File: config.mk
export PLATFORM = sky130hd
export DESIGN_NAME = instruction_word_decoder
export DESIGN_NICKNAME = d
export VERILOG_FILES = /design/src/hdl/instruction_word_decoder.v /design/src/hdl/cycle_phase_gen.v
export VERILOG_INCLUDE_DIRS = /design/src /design/src/hdl
export SDC_FILE = /design/constraint.sdc
export NUM_CORES = 1
export LEC_CHECK = 0
export BUFFER_PORTS_ARGS = -buffer_cell sky130_fd_sc_hd__buf_4
export CORE_ASPECT_RATIO = 1.2
export CORE_MARGIN = 3
export CORE_UTILIZATION = 55
export DETAILED_ROUTE_END_ITERATION = 10
export PLACE_DENSITY = 0.94
export SLEW_MARGIN = 20
export SYNTH_ARGS = -nofsm -noshare
export SYNTH_HDL_FRONTEND = slang
export SYNTH_SLANG_ARGS = --single-unit
File: constraint.sdc
create_clock -name sys_clk_i -period 2.4 [get_ports sys_clk_i]
set_input_delay 0 -clock sys_clk_i [delete_from_list [all_inputs] [get_ports sys_clk_i]]
set_output_delay 0 -clock sys_clk_i [all_outputs]
set_load 0.005 [all_outputs]
File: src/hdl/instr_decode_consts.vh
`ifndef INSTR_DECODE_CONSTS_VH
`define INSTR_DECODE_CONSTS_VH

// ---------------------------------------------------------------
// Word layout
// ---------------------------------------------------------------
`define WORD_W          14
`define REG_SEL_W       7
`define POS_W           3
`define LIT_LONG_W      11
`define LIT_SHORT_W     8
`define OPC_W           6
`define PHASES          4
`define PHASE_W         2
`define PHASE_LAST      2'h3
`define REG_SEL_MAX     7'h7F

`define BYTE_OPC_HI     13
`define BYTE_OPC_LO     8
`define BYTE_DEST_BIT   7
`define BIT_OPC_HI      13
`define BIT_OPC_LO      10
`define BIT_POS_HI      9
`define BIT_POS_LO      7
`define REG_SEL_HI      6
`define LONG_OPC_LO     11
`define LIT_LONG_HI     10

// ---------------------------------------------------------------
// Format codes
// ---------------------------------------------------------------
`define FMT_BYTE        2'h0
`define FMT_BIT         2'h1
`define FMT_LIT         2'h2
`define FMT_LONG        2'h3

// ---------------------------------------------------------------
// Class prefixes and special words
// ---------------------------------------------------------------
`define CLS_BYTE        2'h0
`define CLS_BIT         2'h1
`define CLS_LONG        2'h2
`define CLS_LIT         2'h3
`define BIT_TEST_CLR    4'h6
`define BIT_TEST_SET    4'h7
`define BYTE_DEC_SKIP   6'h0B
`define BYTE_INC_SKIP   6'h0F
`define BYTE_MOVE_W     6'h00
`define BYTE_CLEAR      6'h01
`define LIT_RET_HI      4'hD
`define WORD_RETURN     14'h0008
`define WORD_RETINT     14'h0009
`define WORD_SLEEP      14'h0063
`define WORD_WDT_CLR    14'h0064
`define WORD_NOP        14'h0000

`define STAT_RESET      1'h0

`endif

File: src/hdl/instruction_word_decoder.v
`include "instr_decode_consts.vh"

// What this block does
// - Take each instruction as one 14-bit word of opcode plus operands.
// - Byte ops send result to accumulator when target bit 0, except opcode 0x00 words, which write nothing; else file.
// - Register selector addresses file registers 0x00 to 0x7F.
// - Bit ops pick one bit of the addressed 8-bit file register.
// - Literal operand is eight or eleven bits depending on format.
// - Don't-care bits never change the decoded opcode.
// - One cycle per word; taken tests and jumps take two, second a no-op.
// - One instruction cycle is exactly four oscillator periods.
// - Byte words: opcode 13:8, target bit 7, selector 6:0.
// - Bit words: opcode 13:10, bit position 9:7, selector 6:0.
// - Jump words 13:11 opcode, 11-bit literal; others 8-bit literal.
module instruction_word_decoder (
   input  wire                      sys_clk_i,
   input  wire                      rst_n_i,
   input  wire [`WORD_W-1:0]        instr_i,
   input  wire                      cond_true_i,
   input  wire                      wdt_timeout_i,
   output reg                       fetch_o,
   output reg                       pc_load_o,
   output reg                       exec_valid_o,
   output reg                       flush_o,
   output reg  [1:0]                format_o,
   output reg  [`OPC_W-1:0]         opcode_o,
   output reg  [`REG_SEL_W-1:0]     reg_sel_o,
   output reg                       result_to_file_o,
   output reg                       result_to_acc_o,
   output reg  [`POS_W-1:0]         pos_in_word_o,
   output reg  [7:0]                bit_mask_o,
   output reg  [`LIT_LONG_W-1:0]    literal_const_o,
   output reg                       sleep_o,
   output reg                       watchdog_expired_o,
   output reg                       sleep_entered_o,
   output wire [`PHASE_W-1:0]       cycle_phase_o
);

   // ------------------------------------------------------------
   // Reset release
   // ------------------------------------------------------------
   reg        rst_s1_reg;
   reg        rst_s2_reg;
   wire       rst_n;

   always @(posedge sys_clk_i or negedge rst_n_i) begin
      if (!rst_n_i) begin
         rst_s1_reg <= 1'b0;
         rst_s2_reg <= 1'b0;
      end else begin
         rst_s1_reg <= 1'b1;
         rst_s2_reg <= rst_s1_reg;
      end
   end

   assign rst_n = rst_s2_reg;

   // ------------------------------------------------------------
   // Cycle timing
   // ------------------------------------------------------------
   wire       cycle_end;

   cycle_phase_gen u_phase (
      .sys_clk_i   (sys_clk_i),
      .rst_n_i     (rst_n),
      .phase_o     (cycle_phase_o),
      .cycle_end_o (cycle_end)
   );

   // ------------------------------------------------------------
   // Decode helpers
   // ------------------------------------------------------------
   function [1:0] word_format;
      input [`WORD_W-1:0] w;
      begin
         case (w[13:12])
            `CLS_BYTE: word_format = `FMT_BYTE;
            `CLS_BIT:  word_format = `FMT_BIT;
            `CLS_LONG: word_format = `FMT_LONG;
            default:   word_format = `FMT_LIT;
         endcase
      end
   endfunction

   // Skip-type word: second cycle only if test true
   function is_skip;
      input [`WORD_W-1:0] w;
      begin
         is_skip =
            (w[13:8] == `BYTE_DEC_SKIP) ||
            (w[13:8] == `BYTE_INC_SKIP) ||
            (w[13:10] == `BIT_TEST_CLR) ||
            (w[13:10] == `BIT_TEST_SET);
      end
   endfunction

   // Word that always changes the program counter
   function is_jump;
      input [`WORD_W-1:0] w;
      begin
         is_jump =
            (w[13:12] == `CLS_LONG) ||
            (w[13:10] == `LIT_RET_HI) ||
            (w == `WORD_RETURN) ||
            (w == `WORD_RETINT);
      end
   endfunction

   // Opcode with don't-care positions forced to zero
   function [`OPC_W-1:0] opcode_of;
      input [`WORD_W-1:0] w;
      begin
         case (word_format(w))
            `FMT_BYTE: opcode_of = w[`BYTE_OPC_HI:`BYTE_OPC_LO];
            `FMT_BIT:  opcode_of = {2'h0, w[`BIT_OPC_HI:`BIT_OPC_LO]};
            `FMT_LONG: opcode_of = {3'h0, w[13:`LONG_OPC_LO]};
            default: begin
               // Upper literal group ignores bits 9:8 or bit 8
               if (w[11] == 1'b0)
                  opcode_of = {w[13:10], 2'h0};
               else if (w[10:9] != 2'h0)
                  opcode_of = {w[13:9], 1'b0};
               else
                  opcode_of = w[13:8];
            end
         endcase
      end
   endfunction

   // ------------------------------------------------------------
   // Executing word and two-cycle control
   // ------------------------------------------------------------
   reg                    skip_reg;
   reg                    jump_reg;
   reg                    sleep_word_reg;
   reg                    wdt_clr_word_reg;
   wire                   second_cycle;
   wire [`WORD_W-1:0]     next_word;
   wire [1:0]             nfmt;
   wire                   byte_dest;
   wire                   ctrl_zero;

   // A taken test or a jump turns the next cycle into a no-op
   assign second_cycle = exec_valid_o &
                         (jump_reg | (skip_reg & cond_true_i));
   // Prefetched word dropped when the second cycle is due
   assign next_word = second_cycle ? `WORD_NOP : instr_i;
   assign nfmt      = word_format(next_word);
   assign byte_dest = next_word[`BYTE_DEST_BIT];
   // Control words in the zero-opcode group write nothing
   assign ctrl_zero = (next_word[13:8] == `BYTE_MOVE_W) & ~byte_dest;

   always @(posedge sys_clk_i or negedge rst_n) begin
      if (!rst_n) begin
         fetch_o          <= 1'b0;
         pc_load_o        <= 1'b0;
         exec_valid_o     <= 1'b0;
         flush_o          <= 1'b0;
         format_o         <= `FMT_BYTE;
         opcode_o         <= {`OPC_W{1'b0}};
         reg_sel_o        <= {`REG_SEL_W{1'b0}};
         result_to_file_o <= 1'b0;
         result_to_acc_o  <= 1'b0;
         pos_in_word_o    <= {`POS_W{1'b0}};
         bit_mask_o       <= 8'h00;
         literal_const_o  <= {`LIT_LONG_W{1'b0}};
         skip_reg         <= 1'b0;
         jump_reg         <= 1'b0;
         sleep_word_reg   <= 1'b0;
         wdt_clr_word_reg <= 1'b0;
      end else begin
         fetch_o   <= cycle_end;
         pc_load_o <= cycle_end & second_cycle;
         if (cycle_end) begin
            exec_valid_o     <= ~second_cycle;
            flush_o          <= second_cycle;
            format_o         <= nfmt;
            opcode_o         <= opcode_of(next_word);
            reg_sel_o        <= next_word[`REG_SEL_HI:0];
            result_to_file_o <= (nfmt == `FMT_BYTE) & byte_dest;
            result_to_acc_o  <= (nfmt == `FMT_BYTE) & ~byte_dest &
                                ~ctrl_zero;
            pos_in_word_o    <= next_word[`BIT_POS_HI:`BIT_POS_LO];
            bit_mask_o       <= 8'h01 <<
                                next_word[`BIT_POS_HI:`BIT_POS_LO];
            if (nfmt == `FMT_LONG)
               literal_const_o <= next_word[`LIT_LONG_HI:0];
            else
               literal_const_o <= {3'h0,
                                   next_word[`LIT_SHORT_W-1:0]};
            skip_reg         <= is_skip(next_word);
            jump_reg         <= is_jump(next_word);
            sleep_word_reg   <= (next_word == `WORD_SLEEP);
            wdt_clr_word_reg <= (next_word == `WORD_WDT_CLR);
         end
      end
   end

   // ------------------------------------------------------------
   // Status bits
   // ------------------------------------------------------------
   wire       wdt_s1;
   reg        wdt_s1_reg;
   reg        wdt_s2_reg;
   reg        wdt_s3_reg;
   reg        wdt_seen_reg;
   wire       wdt_event;

   assign wdt_s1 = wdt_s1_reg;

   always @(posedge sys_clk_i or negedge rst_n) begin
      if (!rst_n) begin
         wdt_s1_reg   <= 1'b0;
         wdt_s2_reg   <= 1'b0;
         wdt_s3_reg   <= 1'b0;
         wdt_seen_reg <= 1'b0;
      end else begin
         wdt_s1_reg <= wdt_timeout_i;
         wdt_s2_reg <= wdt_s1;
         wdt_s3_reg <= wdt_s2_reg;
         if (wdt_s2_reg == wdt_s3_reg)
            wdt_seen_reg <= wdt_s3_reg;
      end
   end

   assign wdt_event = (wdt_s2_reg == wdt_s3_reg) & wdt_s3_reg &
                      ~wdt_seen_reg;

   // Instructions act at the end of their cycle
   always @(posedge sys_clk_i or negedge rst_n) begin
      if (!rst_n) begin
         watchdog_expired_o <= `STAT_RESET;
         sleep_entered_o    <= `STAT_RESET;
         sleep_o            <= 1'b0;
      end else begin
         if (cycle_end & exec_valid_o & wdt_clr_word_reg) begin
            watchdog_expired_o <= 1'b0;
            sleep_entered_o    <= 1'b0;
         end
         if (cycle_end & exec_valid_o & sleep_word_reg) begin
            watchdog_expired_o <= 1'b0;
            sleep_entered_o    <= 1'b1;
            sleep_o            <= 1'b1;
         end
         // Timeout wins over a same-cycle clear and ends sleep
         if (wdt_event) begin
            watchdog_expired_o <= 1'b1;
            sleep_o            <= 1'b0;
         end
      end
   end

endmodule

File: src/hdl/cycle_phase_gen.v
`include "instr_decode_consts.vh"

module cycle_phase_gen (
   input  wire                  sys_clk_i,
   input  wire                  rst_n_i,
   output reg  [`PHASE_W-1:0]   phase_o,
   output reg                   cycle_end_o
);

   // ------------------------------------------------------------
   // Four oscillator periods make one instruction cycle
   // ------------------------------------------------------------
   always @(posedge sys_clk_i or negedge rst_n_i) begin
      if (!rst_n_i) begin
         phase_o     <= {`PHASE_W{1'b0}};
         cycle_end_o <= 1'b0;
      end else begin
         phase_o     <= phase_o + 2'h1;
         cycle_end_o <= (phase_o == `PHASE_LAST - 2'h1);
      end
   end

endmodule

# Yosys cells after proc, flatten, opt, wreduce, memory -nomap -nowiden
# Cells that the tools add are included.
[op_classes]
add_sub_neg = 1
n_eq_ne = 16
shifts = 1
muxes = 13
n_bitwise = 17
reduce_logical = 14
[ops]
columns = ["operator", "count"]
rows = [
  ["$eq A14 B4 Y1 const B", 2],
  ["$eq A14 B7 Y1 const B", 2],
  ["$pmux W6 S3", 1],
  ["$mux W14", 1],
  ["$and A1 B1 Y1", 12],
  ["$eq A6 B4 Y1 const B", 2],
  ["$mux W11", 1],
  ["$eq A2 B2 Y1 const B", 4],
  ["$eq A4 B3 Y1 const B", 2],
  ["$shl A1 B3 Y8 const A", 1],
  ["$mux W1", 7],
  ["$logic_not A2 Y1", 3],
  ["$logic_not A6 Y1", 1],
  ["$logic_or A1 B1 Y1", 6],
  ["$pmux W2 S3", 1],
  ["$reduce_bool A2 Y1", 3],
  ["$eq A2 B1 Y1 const B", 2],
  ["$eq A4 B4 Y1 const B", 1],
  ["$mux W4", 1],
  ["$not A1 Y1", 4],
  ["$reduce_bool A3 Y1", 1],
  ["$add A2 B1 Y2 const B", 1],
  ["$mux W2", 1],
  ["$eq A1 B1 Y1", 1],
  ["$or A1 B1 Y1", 1],
]
[word_totals]
register_bits = 59
input_bits = 18
out_inout_bits = 48
elab_cells = 89

# Depth between registers and ports, before layout
[logic_depth]
depth_word = 9
depth_mapped = 11
ltp_nobuf = 9

# By module
# A second synthesis with hierarchy kept.
[hier_totals]
cells_unflattened = 221
area_unflattened_um2 = 2352.3
[by_module_without_submodules]
columns = ["module", "instances", "cells_per_inst", "area_per_inst_um2", "seq_area_each_um2"]
rows = [
  ["instruction_word_decoder", 1, 215, 2257.2, 1176.1],
  ["cycle_phase_gen", 1, 6, 95.1, 75.1],
]

# Worst setup path before layout
# Ideal clock, no wire load.
[synth_timing]
path_kind = "register to register"
startpoint = "reg skip_reg"
endpoint = "reg opcode_o[0]"
setup_ns = 0.133
t_arrival_ns = 2.065
required_ns = 2.267
slack_ns = 0.201
stages_incl_launch_ff = 10
n_path_buf = 1
path_cell_list = "dfrtp_1 a21oi_1 nand2b_1 clkbuf_1 nand2_1 ha_1 a222oi_1 nor2_1 a41oi_1 o22ai_1"
[synth_via]
elab_chain_len = 9
word_cells_on_any_way = 16
[synth_lines]
columns = ["element", "line_no", "source"]
rows = [
  ["from (decl)", "instruction_word_decoder.v:133", "reg skip_reg;"],
  ["from (signal assigned)", "instruction_word_decoder.v:191", "skip_reg <= is_skip(next_word);"],
  ["$and A1 B1 Y1 (*)", "instruction_word_decoder.v:145", "(jump_reg | (skip_reg & cond_true_i));"],
  ["$or A1 B1 Y1 (*)", "instruction_word_decoder.v:145", ""],
  ["$and A1 B1 Y1 (*)", "instruction_word_decoder.v:144", "assign second_cycle = exec_valid_o &"],
  ["$mux W14 (*)", "instruction_word_decoder.v:147", "assign next_word = second_cycle ? `WORD_NOP : instr_i;"],
  ["$eq A2 B2 Y1 (tied with other cells)", "instruction_word_decoder.v:76", "case (w[13:12])"],
  ["$pmux W2 S3", "instruction_word_decoder.v:76", ""],
  ["$mux W2", "instruction_word_decoder.v:174", "if (cycle_end) begin"],
  ["$eq A2 B2 Y1 (tied with other cells)", "instruction_word_decoder.v:113", "case (word_format(w))"],
  ["$pmux W6 S3 (*)", "instruction_word_decoder.v:113", ""],
  ["to (signal assigned)", "instruction_word_decoder.v:160", "opcode_o <= {`OPC_W{1'b0}};"],
  ["to (signal assigned)", "instruction_word_decoder.v:178", "opcode_o <= opcode_of(next_word);"],
  ["to (decl)", "instruction_word_decoder.v:26", "output reg [`OPC_W-1:0] opcode_o,"],
]
# Mark *: on every way between the ends. The rest lies on a longest branch, timed or not. The select of a mux whose other input is x is not followed.
# A chain may end at the register's enable or synchronous reset.

# Final worst setup path
# Ends and elaborated chain as after synthesis.

==> results.sh <==
export IMPL_status="finished, final reports clean"
export IMPL_place_gp_congestion=0.837
export IMPL_setup_slack_ps=242
export IMPL_synth_top_cell_area_share=0.552
export IMPL_yosys_area_top_type="dfrtp_1"
export IMPL_finish_instance_area_mm2=0.00292
export IMPL_synth_top_family_by_area="simple AND/OR/NAND/NOR gates"
export IMPL_regMostFlops="bit_mask_o"
export IMPL_syn_cell_area_mm2=0.00227
export IMPL_ys_flop_type="dfrtp_1"
export IMPL_fmax_mhz=463
export IMPL_drcViolationCount=0
export IMPL_synthArstFlopShare=1.00
export IMPL_yosys_area_share_xor_xnor=0
export IMPL_yosysMostFrequentCell="dfrtp_1"
export IMPL_io_buffers=65
export IMPL_path_cells="a21oi_2, nand2b_2, nand2_1, ha_1, a222oi_1, nor2_1, a41oi_1, o22ai_1"
export IMPL_power_density_mw_per_mm2=709
export IMPL_synthAdderAreaFrac=0.0497
export IMPL_ys_types=37
export IMPL_crit_buf_inv=0
export IMPL_dpl_hpwl_mm=3.53
export IMPL_fin_skew_ps=3.15
export IMPL_fin_crit_ps=2160
export IMPL_path_clk_slew_ps=80
export IMPL_core_mm2=0.00378
export IMPL_synth_mux_area_frac=0.0243
export IMPL_min_period_over_period=0.899
export IMPL_slew_viol_final=0
export IMPL_cts_max_path_buffers=2
export IMPL_start_util=0.599
export IMPL_preCtsSetupSlack_ps=183
export IMPL_grt_pass1_vias=1837
export IMPL_place_area_mm2=0.00272
export IMPL_synth_compound_area_frac=0.130
export IMPL_avgSynthCellArea_um2=10.3
export IMPL_drt_initial_drc_count=179
export IMPL_yosysSeqAreaShare=0.552
export IMPL_rsz0062_at_grt="false"
export IMPL_slowest_stage="dfrtp_1"
export IMPL_arrival_ps=2340
export IMPL_nets=308
export IMPL_crit_family="compound AO/OA/AOI/OAI gates"
export IMPL_grt_pass1_wl_mm=8.79
export IMPL_io_pins=66
export IMPL_fin_util=0.772
export IMPL_timing_reg2reg_worst_path_depth=8
export IMPL_wl_met3_um=296
export IMPL_worst_setup_path_end_kind="register"
export IMPL_finalSetupViolations=0
export IMPL_r2r_start="skip_reg"
export IMPL_finalWirelength_mm=5.24
export IMPL_drv_cap=0
export IMPL_max_slew_margin=0.572
export IMPL_synth_simple_area_share=0.131
export IMPL_die_area_mm2=0.00493
export IMPL_syn_nets=246
export IMPL_dr_max_layer_used="met4"
export IMPL_die_height_um=76.3
export IMPL_cp_start_kind="register"
export IMPL_route_vias_total=1845
export IMPL_reg_largest_list="bit_mask_o (8), reg_sel_o (6), opcode_o (5)"
export IMPL_ys_warn_count=0
export IMPL_area_delta_synth_final_pct=29.0
export IMPL_finalSetupTns_ps=0
export IMPL_drtPass1Iterations=4
export IMPL_largest_reg_flops=8
export IMPL_cp_startpoint="skip_reg"
export IMPL_synth_top_cells_by_count="50 x dfrtp_1, 33 x inv_1, 14 x o21ai_0, 12 x nand3_1, 12 x o22ai_1"
export IMPL_clk_insertion_delay_late_ps=300
export IMPL_irDropWorstVdd_v=0.000433
export IMPL_timing_hold_ws_ps=8.77
export IMPL_slowest_delay_ps=420
export IMPL_wl_met1_mm=1.96
export IMPL_grt_max_degree=49
export IMPL_viasPerCell=5.52
export IMPL_wire_per_inst_um=15.7
export IMPL_drive_above_1_share=0.319
export IMPL_cts_tree="done"
export IMPL_crit_fanout=8
export IMPL_critPathKind="reg2reg"
export IMPL_synth_cells=219
export IMPL_crit_required_ps=2580
export IMPL_synth_edf_count=0
export IMPL_rows=24
export IMPL_cts_buffers=5
export IMPL_clockRootBuffer="clkbuf_8"
export IMPL_grt_usage=0.230
export IMPL_tightest_slew_ps=642
export IMPL_die_w_um=64.6
export IMPL_hold_viol=0
export IMPL_overflow=0
export IMPL_hold_path_class="in2async"
export IMPL_cp_depth=8
export IMPL_leakage_nw=1.43
export IMPL_diodes=0
export IMPL_synthTopCellsByArea="dfrtp_1 55%, inv_1 5.5%, ha_1 5.0%"
export IMPL_met2_length_mm=2.81
export IMPL_cts_max_level=2
export IMPL_antenna_found_initial=0
export IMPL_ant_nets=0
export IMPL_cts_sinks=50
export IMPL_ys_seq_elements=50
-- cell families (layout without fill, tap and decap cells) --
group | count (synthesis) | count (layout)
adders and majority gates | 9 | 9
and+or+nand+nor | 54 | 54
other | 1 | 1
buffers and inverters | 55 | 118
DFF | 50 | 50
muxes | 5 | 5
AOI/OAI and AO/OA | 45 | 45
-- metrics by stage --
stage | instances | power, mW
after floorplan | 219 | 1.26
after global placement | 317 | 1.47
after detailed placement | 317 | 1.49
after CTS | 334 | 2.07
after global routing | 334 | 2.19
final | 334 | 2.07
-- timing repair --
action	in CTS	in global routing
buffers inserted	0	0
endpoints found under the setup margin	0	3
endpoints found under the hold margin	12	0
hold buffers	9	0
gates resized for setup	0	2
-- placed cells by master (no fill, tap or decap), types with 2 or more instances in the layout --
master | Yosys | routed
buf_4 | 9 | 68
nand3b_1 | 3 | 3
clkbuf_1 | 7 | 2
mux2_2 | 4 | 4
a22o_1 | 2 | 2
a31o_2 | 4 | 4
nor2_1 | 8 | 8
nor2b_1 | 5 | 5
ha_1 | 9 | 9
a21oi_1 | 3 | 2
nand2b_1 | 3 | 2
nand3_1 | 12 | 12
inv_1 | 33 | 33
a31oi_1 | 3 | 3
nand4b_1 | 2 | 2
o22ai_1 | 12 | 12
nand4_1 | 5 | 5
dlygate4sd3_1 | 0 | 9
dfrtp_1 | 50 | 48
nand2_1 | 11 | 11
clkbuf_8 | 0 | 5
o21ai_0 | 14 | 14
-- per-layer routing --
layer,GRT usage,vias up
met5,0,-
li1,-,855
met1,0.277,892
met2,0.387,80
met4,0.104,0
met3,0.0501,18
-- path summary, 6_finish.rpt --
kind                                       endpoint  slack (ps)
worst max-delay path                    opcode_o[0]         240
worst min-delay path                          rst_n           9
worst min register to register   u_phase.phase_o[0]         340
worst max register to register          opcode_o[0]         240
max in group asynchronous       u_phase.cycle_end_o        1640
min in group sys_clk_i             pos_in_word_o[1]          20
-- power breakdown --
part / switching, mW / internal, mW
Sequential: 0.0872 / 0.940
Combinational: 0.216 / 0.256
Clock: 0.261 / 0.312
-- layout make-up --
class                      count  area [µm²]
inverter                      33         124
fill                         257         861
tap                           52        65.1
clock inverter                 1        30.0
clock buffer                   7        76.3
multi-input combinational    114         771
sequential                    50        1260
timing repair buffer          77         601
No activity file was read; power rests on OpenSTA's default activity.
